[src/cdec_defs.svh]
// Purpose: Shared constants for the compact instruction decoder.
// Assumes: Expanded instructions always carry the always-execute condition.
// Notes: Opcode values are the full-width data processing opcodes.
`ifndef CDEC_DEFS_SVH
`define CDEC_DEFS_SVH
`define CDEC_COND_AL 4'hE
`define CDEC_OPC_AND 4'h0
`define CDEC_OPC_EOR 4'h1
`define CDEC_OPC_SUB 4'h2
`define CDEC_OPC_RSB 4'h3
`define CDEC_OPC_ADD 4'h4
`define CDEC_OPC_ADC 4'h5
`define CDEC_OPC_SBC 4'h6
`define CDEC_OPC_TST 4'h8
`define CDEC_OPC_CMP 4'hA
`define CDEC_OPC_CMN 4'hB
`define CDEC_OPC_MOV 4'hD
`define CDEC_SH_LSL 2'h0
`define CDEC_SH_LSR 2'h1
`define CDEC_SH_ASR 2'h2
`define CDEC_SH_ROR 2'h3
`define CDEC_MUL_TAG 4'h9
`define CDEC_BX_STEM 24'h12_FFF1
`define CDEC_NULL_INSTR 32'h0000_0000
`endif

[src/cdec_pkg.sv]
// Purpose: Types shared by the compact instruction decoder modules.
// Assumes: Nothing beyond the constants header.
// Notes: Format codes follow a Gray sequence in format order; only the undefined code 5'h1E breaks it.
package cdec_pkg;
  typedef enum logic [4:0] {
    CDEC_F_SHIFT = 5'h00, CDEC_F_ADDSUB = 5'h01, CDEC_F_IMM = 5'h03,
    CDEC_F_ALU = 5'h02, CDEC_F_HIREG = 5'h06, CDEC_F_PCLOAD = 5'h07,
    CDEC_F_LSREG = 5'h05, CDEC_F_LSSIGN = 5'h04, CDEC_F_LSIMM = 5'h0C,
    CDEC_F_LSHALF = 5'h0D, CDEC_F_SPLS = 5'h0F, CDEC_F_LDADDR = 5'h0E,
    CDEC_F_SPADJ = 5'h0A, CDEC_F_PUSHPOP = 5'h0B, CDEC_F_MULTI = 5'h09,
    CDEC_F_CONDBR = 5'h08, CDEC_F_TRAP = 5'h18, CDEC_F_BRANCH = 5'h19,
    CDEC_F_LONGBL = 5'h1B, CDEC_F_UNDEF = 5'h1E
  } cdec_fmt_e;
  typedef logic [15:0] cdec_half_t;
  typedef logic [31:0] cdec_word_t;
endpackage

[src/cdec_fmt_if.sv]
// Purpose: Carries an instruction to the format classifier and its verdict back.
// Assumes: Purely combinational traffic within one clock domain.
// Notes: None.
`timescale 1ns/1ps
interface cdec_fmt_if;
  import cdec_pkg::*;
  cdec_half_t instr;
  cdec_fmt_e fmt;
  modport req (output instr, input fmt);
  modport cls (input instr, output fmt);
endinterface

[src/cdec_fmt_classify.sv]
// Purpose: Recognises the format of a compact instruction from its top bits.
// Assumes: The instruction is stable for the cycle in which it is classified.
// Notes: Anything matching no format is reported as undefined.
`timescale 1ns/1ps
module cdec_fmt_classify
  import cdec_pkg::*;
(
  // Classification request and verdict
  cdec_fmt_if.cls fi
);
  wire [15:0] i = fi.instr;
  wire shift_op_ok = i[12:11] != 2'b11;
  wire spadj_ok = i[11:8] == 4'h0;
  wire push_ok = i[10:9] == 2'b10;
  wire trap_cond = i[11:8] == 4'hF;

  always_comb begin
    fi.fmt = CDEC_F_UNDEF;
    case (i[15:13])
      3'b000: begin
        if (shift_op_ok) begin
          fi.fmt = CDEC_F_SHIFT;
        end else begin
          fi.fmt = CDEC_F_ADDSUB;
        end
      end
      3'b001: fi.fmt = CDEC_F_IMM;
      3'b010: begin
        if (i[12]) begin
          fi.fmt = i[9] ? CDEC_F_LSSIGN : CDEC_F_LSREG;
        end else if (i[11]) begin
          fi.fmt = CDEC_F_PCLOAD;
        end else begin
          fi.fmt = i[10] ? CDEC_F_HIREG : CDEC_F_ALU;
        end
      end
      3'b011: fi.fmt = CDEC_F_LSIMM;
      3'b100: fi.fmt = i[12] ? CDEC_F_SPLS : CDEC_F_LSHALF;
      3'b101: begin
        if (!i[12]) begin
          fi.fmt = CDEC_F_LDADDR;
        end else if (spadj_ok) begin
          fi.fmt = CDEC_F_SPADJ;
        end else if (push_ok) begin
          fi.fmt = CDEC_F_PUSHPOP;
        end
      end
      3'b110: begin
        if (!i[12]) begin
          fi.fmt = CDEC_F_MULTI;
        end else begin
          fi.fmt = trap_cond ? CDEC_F_TRAP : CDEC_F_CONDBR;
        end
      end
      3'b111: begin
        if (i[12]) begin
          fi.fmt = CDEC_F_LONGBL;
        end else if (!i[11]) begin
          fi.fmt = CDEC_F_BRANCH;
        end
      end
      default: fi.fmt = CDEC_F_UNDEF;
    endcase
  end
endmodule

[src/cdec_top.sv]
// Purpose: Expands compact 16-bit instructions into full-width equivalents.
// Assumes: One instruction may arrive every cycle; the datapath takes one per cycle.
// Notes: Formats outside the arithmetic and high-register groups are classified but emit a null word.
// Function
// - Expand every arithmetic and high-register instruction into its full-width equivalent before execution.
// - Shift-immediate codes 00/01/10 select left, right or arithmetic right shift.
// - Shift, add/subtract, immediate and register-pair groups all update flags.
// - Add/subtract picks register or 3-bit immediate, and add or subtract.
// - Immediate group does move, compare, add, subtract with 8-bit immediate.
// - Compare with immediate only sets flags; register unchanged.
// - Pair codes add with carry and subtract with borrow.
// - Pair test, compare and compare-by-sum only set flags.
// - Expansion adds no execution cycles.
// - High-register add and move leave flags unchanged.
// - High-register group decodes add, compare, move and state-switch branch.
// - Add, compare, move and branch all reach high registers.
// - Recognise load/store, stack, push/pop, multiple, branch and trap formats.
// - Long branch with link is its own format.
// - Recognise stack pointer offset adjust format.
// - High group: only compare sets flags; add, compare or move with both high bits clear undefined.
// - Target bit 0 selects the new instruction-set state.
`timescale 1ns/1ps
`include "cdec_defs.svh"
module cdec_top
  import cdec_pkg::*;
(
  // Clock and reset
  input wire logic clk,
  input wire logic reset,
  // Fetch side
  input wire logic in_valid,
  input wire logic [15:0] in_instr,
  // Execution side
  output logic out_valid,
  output logic [31:0] out_instr,
  output cdec_fmt_e out_fmt,
  output logic out_flags_upd,
  output logic out_dest_wr,
  output logic [3:0] out_dest,
  output logic out_undef,
  output logic out_state_switch
);
  function automatic logic [31:0] dp(input logic [3:0] opc, input logic imm,
                                     input logic s, input logic [3:0] rn,
                                     input logic [3:0] rd, input logic [11:0] op2);
    dp = {`CDEC_COND_AL, 2'b00, imm, opc, s, rn, rd, op2};
  endfunction

  function automatic logic [3:0] lo(input logic [2:0] r);
    lo = {1'b0, r};
  endfunction

  cdec_fmt_if fi ();
  assign fi.instr = in_instr;
  cdec_fmt_classify u_cls (
    .fi(fi)
  );

  wire [2:0] r0 = in_instr[2:0];
  wire [2:0] r3 = in_instr[5:3];
  wire [2:0] r6 = in_instr[8:6];
  wire [2:0] r8 = in_instr[10:8];
  wire [4:0] shift_imm5 = in_instr[10:6];
  wire [1:0] function_code = in_instr[12:11];
  wire imm_sel = in_instr[10];
  wire sub_sel = in_instr[9];
  wire [7:0] byte_imm = in_instr[7:0];
  wire [3:0] alu_code = in_instr[9:6];
  wire [1:0] hi_op = in_instr[9:8];
  wire hi_dest_flag = in_instr[7];
  wire hi_src_flag = in_instr[6];
  wire [3:0] hi_dest = {hi_dest_flag, r0};
  wire [3:0] hi_src = {hi_src_flag, r3};
  wire [3:0] lo_d = lo(r0);
  wire [3:0] lo_s = lo(r3);
  wire hi_none = !hi_dest_flag && !hi_src_flag;
  wire alu_is_shift = alu_code == 4'h2 || alu_code == 4'h3 ||
                      alu_code == 4'h4 || alu_code == 4'h7;
  wire alu_flag_only = alu_code == 4'h8 || alu_code == 4'hA || alu_code == 4'hB;
  wire [1:0] alu_sh = (alu_code == 4'h2) ? `CDEC_SH_LSL :
                      (alu_code == 4'h3) ? `CDEC_SH_LSR :
                      (alu_code == 4'h4) ? `CDEC_SH_ASR : `CDEC_SH_ROR;
  wire [11:0] alu_rs_op2 = {8'h00, lo_s};
  wire [11:0] hi_rs_op2 = {8'h00, hi_src};

  logic [31:0] instr_next;
  logic flags_next;
  logic wr_next;
  logic [3:0] dest_next;
  logic undef_next;
  logic switch_next;

  always_comb begin
    instr_next = `CDEC_NULL_INSTR;
    flags_next = 1'b0;
    wr_next = 1'b0;
    dest_next = 4'h0;
    undef_next = 1'b0;
    switch_next = 1'b0;
    case (fi.fmt)
      CDEC_F_SHIFT: begin
        instr_next = dp(`CDEC_OPC_MOV, 1'b0, 1'b1, 4'h0, lo_d,
                        {shift_imm5, function_code, 1'b0, lo_s});
        flags_next = 1'b1;
        wr_next = 1'b1;
        dest_next = lo_d;
      end
      CDEC_F_ADDSUB: begin
        instr_next = dp(sub_sel ? `CDEC_OPC_SUB : `CDEC_OPC_ADD, imm_sel, 1'b1,
                        lo_s, lo_d, {9'h000, r6});
        flags_next = 1'b1;
        wr_next = 1'b1;
        dest_next = lo_d;
      end
      CDEC_F_IMM: begin
        flags_next = 1'b1;
        dest_next = lo(r8);
        wr_next = function_code != 2'b01;
        case (function_code)
          2'b00: instr_next = dp(`CDEC_OPC_MOV, 1'b1, 1'b1, 4'h0, lo(r8),
                                 {4'h0, byte_imm});
          2'b01: instr_next = dp(`CDEC_OPC_CMP, 1'b1, 1'b1, lo(r8), 4'h0,
                                 {4'h0, byte_imm});
          2'b10: instr_next = dp(`CDEC_OPC_ADD, 1'b1, 1'b1, lo(r8), lo(r8),
                                 {4'h0, byte_imm});
          default: instr_next = dp(`CDEC_OPC_SUB, 1'b1, 1'b1, lo(r8), lo(r8),
                                   {4'h0, byte_imm});
        endcase
      end
      CDEC_F_ALU: begin
        flags_next = 1'b1;
        dest_next = lo_d;
        wr_next = !alu_flag_only;
        if (alu_is_shift) begin
          instr_next = dp(`CDEC_OPC_MOV, 1'b0, 1'b1, 4'h0, lo_d,
                          {lo_s, 1'b0, alu_sh, 1'b1, lo_d});
        end else if (alu_flag_only) begin
          instr_next = dp(alu_code, 1'b0, 1'b1, lo_d, 4'h0, alu_rs_op2);
        end else if (alu_code == 4'h9) begin
          instr_next = dp(`CDEC_OPC_RSB, 1'b1, 1'b1, lo_s, lo_d, 12'h000);
        end else if (alu_code == 4'hD) begin
          instr_next = {`CDEC_COND_AL, 7'h00, 1'b1, lo_d, 4'h0, lo_d,
                        `CDEC_MUL_TAG, lo_s};
        end else if (alu_code == 4'hF) begin
          instr_next = dp(alu_code, 1'b0, 1'b1, 4'h0, lo_d, alu_rs_op2);
        end else begin
          // Remaining codes share their full-width opcode value, carry forms included.
          instr_next = dp(alu_code, 1'b0, 1'b1, lo_d, lo_d, alu_rs_op2);
        end
      end
      CDEC_F_HIREG: begin
        case (hi_op)
          2'b00: begin
            instr_next = dp(`CDEC_OPC_ADD, 1'b0, 1'b0, hi_dest, hi_dest,
                            hi_rs_op2);
            wr_next = 1'b1;
            dest_next = hi_dest;
            undef_next = hi_none;
          end
          2'b01: begin
            instr_next = dp(`CDEC_OPC_CMP, 1'b0, 1'b1, hi_dest, 4'h0,
                            hi_rs_op2);
            flags_next = 1'b1;
            undef_next = hi_none;
          end
          2'b10: begin
            instr_next = dp(`CDEC_OPC_MOV, 1'b0, 1'b0, 4'h0, hi_dest,
                            hi_rs_op2);
            wr_next = 1'b1;
            dest_next = hi_dest;
            undef_next = hi_none;
          end
          default: begin
            // The core picks the new state from bit 0 of the target register.
            instr_next = {`CDEC_COND_AL, `CDEC_BX_STEM, hi_src};
            switch_next = 1'b1;
            undef_next = hi_dest_flag;
          end
        endcase
      end
      CDEC_F_UNDEF: undef_next = 1'b1;
      default: undef_next = 1'b0;
    endcase
    if (undef_next) begin
      instr_next = `CDEC_NULL_INSTR;
      flags_next = 1'b0;
      wr_next = 1'b0;
      dest_next = 4'h0;
      switch_next = 1'b0;
    end
  end

  // One register stage, one instruction per cycle, matches the full-width decode slot.
  always_ff @(posedge clk) begin
    if (reset) begin
      out_valid <= 1'b0;
      out_instr <= `CDEC_NULL_INSTR;
      out_fmt <= CDEC_F_UNDEF;
      out_flags_upd <= 1'b0;
      out_dest_wr <= 1'b0;
      out_dest <= 4'h0;
      out_undef <= 1'b0;
      out_state_switch <= 1'b0;
    end else begin
      out_valid <= in_valid;
      out_instr <= in_valid ? instr_next : `CDEC_NULL_INSTR;
      out_fmt <= fi.fmt;
      out_flags_upd <= in_valid && flags_next;
      out_dest_wr <= in_valid && wr_next;
      out_dest <= dest_next;
      out_undef <= in_valid && undef_next;
      out_state_switch <= in_valid && switch_next;
    end
  end

  pipe_slot_a: assert property (@(posedge clk) disable iff (reset)
    in_valid |=> out_valid)
    else $error("Accepted instruction did not emerge next cycle.");

  arith_flags_a: assert property (@(posedge clk) disable iff (reset)
    out_valid && (out_fmt == CDEC_F_SHIFT || out_fmt == CDEC_F_ADDSUB ||
                  out_fmt == CDEC_F_IMM || out_fmt == CDEC_F_ALU) |-> out_flags_upd)
    else $error("Arithmetic group instruction lost its flag update.");

  shift_kind_a: assert property (@(posedge clk) disable iff (reset)
    in_valid && in_instr[15:13] == 3'b000 && in_instr[12:11] != 2'b11
    |=> out_instr[6:5] == $past(in_instr[12:11]) && out_instr[11:7] == $past(in_instr[10:6]))
    else $error("Shift type or amount not carried into the expansion.");

  split_route_a: assert property (@(posedge clk) disable iff (reset)
    in_valid && in_instr[15:11] == 5'b00011 |=> out_fmt == CDEC_F_ADDSUB)
    else $error("Function code 11 not routed to add/subtract.");

  cmp_imm_a: assert property (@(posedge clk) disable iff (reset)
    out_valid && out_fmt == CDEC_F_IMM && out_instr[24:21] == `CDEC_OPC_CMP
    |-> !out_dest_wr && out_flags_upd)
    else $error("Compare with immediate wrote its register.");

  flag_only_a: assert property (@(posedge clk) disable iff (reset)
    in_valid && in_instr[15:10] == 6'b010000 &&
    (in_instr[9:6] == 4'h8 || in_instr[9:6] == 4'hA || in_instr[9:6] == 4'hB)
    |=> !out_dest_wr && out_flags_upd)
    else $error("Flag-only pair operation wrote the destination.");

  hi_flags_a: assert property (@(posedge clk) disable iff (reset)
    out_valid && out_fmt == CDEC_F_HIREG && out_flags_upd
    |-> out_instr[24:21] == `CDEC_OPC_CMP)
    else $error("High-register operation other than compare set flags.");

  hi_undef_a: assert property (@(posedge clk) disable iff (reset)
    in_valid && in_instr[15:10] == 6'b010001 && in_instr[9:8] != 2'b11 &&
    in_instr[7:6] == 2'b00 |=> out_undef)
    else $error("High-register form with no high operand accepted.");

  undef_null_a: assert property (@(posedge clk) disable iff (reset)
    out_undef |-> out_instr == `CDEC_NULL_INSTR && !out_dest_wr && !out_flags_upd)
    else $error("Undefined encoding produced an executable word.");

  bx_target_a: assert property (@(posedge clk) disable iff (reset)
    out_state_switch |-> out_instr[31:4] == {`CDEC_COND_AL, `CDEC_BX_STEM})
    else $error("State-switch branch expansion malformed.");

  addsub_form_a: assert property (@(posedge clk) disable iff (reset)
    in_valid && in_instr[15:11] == 5'b00011
    |=> out_instr[25] == $past(in_instr[10]) && out_dest_wr && out_instr[24:21] ==
        ($past(in_instr[9]) ? `CDEC_OPC_SUB : `CDEC_OPC_ADD))
    else $error("Add or subtract operand choice not carried into the expansion.");

  imm_form_a: assert property (@(posedge clk) disable iff (reset)
    in_valid && in_instr[15:13] == 3'b001
    |=> out_instr[25] && out_instr[11:0] == {4'h0, $past(in_instr[7:0])} &&
        out_dest == {1'b0, $past(in_instr[10:8])})
    else $error("Immediate operand or register lost in the expansion.");

  pair_logic_a: assert property (@(posedge clk) disable iff (reset)
    in_valid && in_instr[15:10] == 6'b010000 &&
    (in_instr[9:6] inside {4'h0, 4'h1, 4'hC, 4'hE, 4'hF})
    |=> out_dest_wr && !out_instr[25] && out_instr[24:21] == $past(in_instr[9:6]))
    else $error("Pair logic operation expanded to the wrong opcode.");

  pair_shift_a: assert property (@(posedge clk) disable iff (reset)
    in_valid && in_instr[15:10] == 6'b010000 &&
    (in_instr[9:6] inside {4'h2, 4'h3, 4'h4, 4'h7})
    |=> out_instr[24:21] == `CDEC_OPC_MOV && out_instr[4] && out_dest_wr &&
        out_instr[11:8] == {1'b0, $past(in_instr[5:3])})
    else $error("Pair shift amount not taken from the source register.");

  pair_carry_a: assert property (@(posedge clk) disable iff (reset)
    in_valid && in_instr[15:10] == 6'b010000 && (in_instr[9:6] inside {4'h5, 4'h6})
    |=> out_dest_wr && out_instr[24:21] ==
        ($past(in_instr[6]) ? `CDEC_OPC_ADC : `CDEC_OPC_SBC))
    else $error("Carry form of a pair operation expanded wrongly.");

  pair_negate_a: assert property (@(posedge clk) disable iff (reset)
    in_valid && in_instr[15:10] == 6'b010000 && in_instr[9:6] == 4'h9
    |=> out_instr[25:21] == {1'b1, `CDEC_OPC_RSB} && out_instr[11:0] == 12'h000 &&
        out_dest_wr)
    else $error("Negate did not expand to a reverse subtract from zero.");

  pair_mul_a: assert property (@(posedge clk) disable iff (reset)
    in_valid && in_instr[15:10] == 6'b010000 && in_instr[9:6] == 4'hD
    |=> out_instr[7:4] == `CDEC_MUL_TAG && out_instr[20] && out_dest_wr &&
        out_instr[19:16] == {1'b0, $past(in_instr[2:0])})
    else $error("Multiply did not target the destination register.");

  hi_noflag_a: assert property (@(posedge clk) disable iff (reset)
    in_valid && in_instr[15:10] == 6'b010001 && !in_instr[8] && in_instr[7:6] != 2'b00
    |=> out_dest_wr && !out_flags_upd)
    else $error("High-register add or move touched the flags.");
endmodule

[config.mk]
export PLATFORM = sky130hd
export DESIGN_NAME = cdec_top
export DESIGN_NICKNAME = d
export VERILOG_FILES = /design/src/cdec_pkg.sv /design/src/cdec_fmt_if.sv /design/src/cdec_fmt_classify.sv /design/src/cdec_top.sv
export VERILOG_INCLUDE_DIRS = /design/src
export SDC_FILE = /design/constraint.sdc
export NUM_CORES = 1
export LEC_CHECK = 0
export ABC_AREA = 1
export BUFFER_PORTS_ARGS = -buffer_cell sky130_fd_sc_hd__buf_2
export CORE_MARGIN = 2
export CORE_UTILIZATION = 47
export CTS_CLUSTER_DIAMETER = 150
export CTS_CLUSTER_SIZE = 28
export DETAILED_ROUTE_END_ITERATION = 7
export PLACE_DENSITY = 0.88
export SLEW_MARGIN = 20
export SYNTH_ARGS = -nofsm -noshare
export SYNTH_HDL_FRONTEND = slang
export SYNTH_HIERARCHICAL = 1
export SYNTH_SLANG_ARGS = --single-unit
[constraint.sdc]
create_clock -name clk -period 2.48 [get_ports clk]
set_input_delay 0.744 -clock clk [delete_from_list [all_inputs] [get_ports clk]]
set_output_delay 0.744 -clock clk [all_outputs]
set_load 0.05 [all_outputs]
==> impl_metrics.yaml <==
outcome:
  status: "complete, no violations"
hold_path:
  whs_path_depth: 2
  holdPathEnd: "out_fmt[0]"
  min_from: "reset"
  worstHoldPathType: "input port to flop"
clock_network:
  root_buffer: "clkbuf_8"
  cts_made_buffers: 5
  cts.sinks: 41
  clkTransAtPathRegs_ns: 0.08
  htreeDepth: 2
  hold_buffers: 0
  clk_path_buf_depth: 2
  tritoncts: "done"
worst_setup_path:
  crit_type: "input port to flop"
  worstPathArrival_ns: 2.59
  cp.required_ns: 2.72
  critPathLaunchType: "input port"
  crit_path_max_fanout: 6
  end_kind: "flop"
floorplanning:
  die_h_um: 73.78
  num_io_pins: 65
  coreArea_um2: 4723
  initial_core_util_pct: 48.45
  fp.dieArea_um2: 5443
  dieWidth_um: 73.78
  row_count: 25
sta:
  fin_hold_ws_ns: 0.6715
  setup_tns_ns: 0
  rsz0062_at_grt: "yes"
  finalCriticalPeriod_ns: 2.352
  max_freq_mhz: 425.2
  maxSlewViolCount: 0
  finalHoldViolations: 0
  fin_ws_ns: 0.1279
  fin_crit_sh_pct: 94.84
  setup_viol: 0
placed_design:
  dp_hpwl_um: 5322
  placed_area_um2: 2867
  pre_cts_slack_ns: -0.1677
  portBuffers: 61
  gp_congestion: 0.9392
yosys:
  synth-seq-cells: 41
  syn_area_um2: 2288
  avgSynthCellArea_um2: 6.446
  ys_seq_area_share_pct: 35.87
  synth_cell_types: 27
  synth_cells: 355
  yosysWarningCount: 6
cells_and_area:
  nets: 473
  syn_to_final_growth_pct: 31.55
  fillers: 444
  diodes: 0
  fin_area_um2: 3010
  drive_above_1_share_pct: 29.89
grt:
  grt_pass1_vias: 2451
  grt_pass1_wl_um: 11430
  grt.overflow.total: 0
  grt_start_max_net_pins: 14
  antenna_found_initial: 0
  grtUsageTotal_pct: 27.11
drt:
  drt_drc_violations_left: 0
  wl_per_cell_um: 13.47
  drt_iter0_drc: 342
  ant_nets: 0
  vias_per_cell: 5.207
  wl_um: 7033
  vias: 2718
  first_pass_iters: 5
power:
  vdd_ir_drop_max_mv: 0.2764
  p_leak_nw: 1.593
  power.density_nw_per_um2: 513.4
flow_run:
  maxCapViolations: 0
## placed cells by master, fill, tap and decap left out, drive strengths merged
cell and instances:
clkinv 2, o21a 1, o22ai 1, dfxtp 41, a22oi 1, nor2 69, and2 1, nand4 7
clkbuf 6, inv 41, o211ai 2, or2 1, nand2 87, nand3 21, buf 102, a21oi 37
o21ai 24, o21bai 1, conb 3, nor3 7
## layer usage
metal	wire (um)	GRT usage [%]	share of wire, %	up-vias
met2	3146	44.15	45	163
met1	3043	37.71	43	1208
met3	705	3.978	10	22
met4	138	6.263	2.0	0
met5	0	0	0	-
li1	-	-	-	1325
## state kept, by name, indices dropped and copies added (netlist names)
signal and cells:
out_undef 1, out_dest 4, out_instr 27, out_flags_upd 1, out_fmt 5, out_valid 1, out_state_switch 1, out_dest_wr 1
## stage by stage
stage | std cells | total power, W | util (%)
detailed placement | 511 | 0.001075 | 60.69
finish | 522 | 0.001546 | 63.74
CTS | 519 | 0.001531 | 62.73
floorplan | 357 | 0.0009448 | -
global route | 522 | 0.001614 | 63.74
global placement | 511 | 0.001073 | 60.69
## where the power goes
group | leakage (nW) | internal, W | switching (W)
logic | 1.21 | 0.000126 | 0.000272
clock network | 0.0512 | 0.000226 | 0.000242
registers | 0.333 | 0.000676 | 0.00000378
## worst max-delay path by stage
| stage | endpoint | cells past startpoint | slack, ns | startpoint |
|---|---|---|---|---|
| 3_3_place_gp | out_instr[9] | 12 | -0.17 | in_instr[11] |
| 3_5_place_dp | out_instr[9] | 12 | -0.17 | in_instr[11] |
| 6_report | out_instr[9] | 14 | 0.13 | in_instr[11] |
| 5_1_grt | out_instr[16] | 15 | -0.03 | in_instr[12] |
| 2_1_floorplan | out_flags_upd | 14 | 0.08 | in_instr[12] |
| 4_1_cts | out_instr[9] | 12 | 0.12 | in_instr[11] |
## kinds of logic (layout without fill, tap and decap cells)
kind of cell,count (synthesis),after routing,share of synthesized area (%)
and+or+nand+nor,193,193,37.29
AOI/OAI and AO/OA,67,67,15.42
buffers and inverters,53,151,11.26
DFF,41,41,35.87
other,1,3,0.1639
## cell type report
type                    count  area, um^2  area share, %
multi-input cells         263        1239          41.15
flip-flops and latches     41       820.8          27.27
repair buffers            102       616.8          20.49
inverters                  41       153.9          5.112
well taps                  67       83.83          2.785
clock buffers               6       82.58          2.743
clock inverters             2       13.76         0.4572
## synth_stat cells
master / instances / area, um^2
nor3_1: 6 / 30.03
nand3_2: 2 / 20.02
nand3_1: 19 / 95.09
nor2_1: 61 / 229.0
o21bai_1: 1 / 7.510
nor2_2: 3 / 18.77
conb_1: 1 / 3.750
o22ai_1: 1 / 6.260
or2_2: 1 / 6.260
inv_2: 1 / 3.750
a21oi_1: 36 / 180.2
a22oi_1: 1 / 7.510
buf_2: 2 / 10.01
a21oi_2: 1 / 8.760
nand2_1: 83 / 311.6
nand2_2: 4 / 25.02
o211ai_1: 2 / 15.01
and2_2: 1 / 7.510
buf_6: 5 / 56.30
buf_4: 5 / 37.54
o21a_1: 1 / 7.510
dfxtp_1: 41 / 820.8
inv_1: 40 / 150.1
nor2_4: 5 / 56.30
nor3_2: 1 / 10.01
o21ai_0: 24 / 120.1
nand4_1: 7 / 43.79
## worst max-delay path, cell delays in order
cell and delay [ns]:
buf_2 0.12, o21ai_0 0.17, nand2_1 0.09, o21ai_1 0.24, nand2_2 0.14, nor2_4 0.21, nand2_1 0.16, nor2_4 0.18
inv_1 0.13, o21ai_2 0.10, nand2_1 0.09, nand3_1 0.10, nand2_1 0.06, inv_1 0.05
## timing repair
item / 4_1_cts / 5_1_grt
resized for setup: 0 / 10
setup buffers: 0 / 3
endpoints found under the hold margin: 0 / 0
endpoints found under the setup margin: 0 / 18
Power figures use the tool's default switching activity.
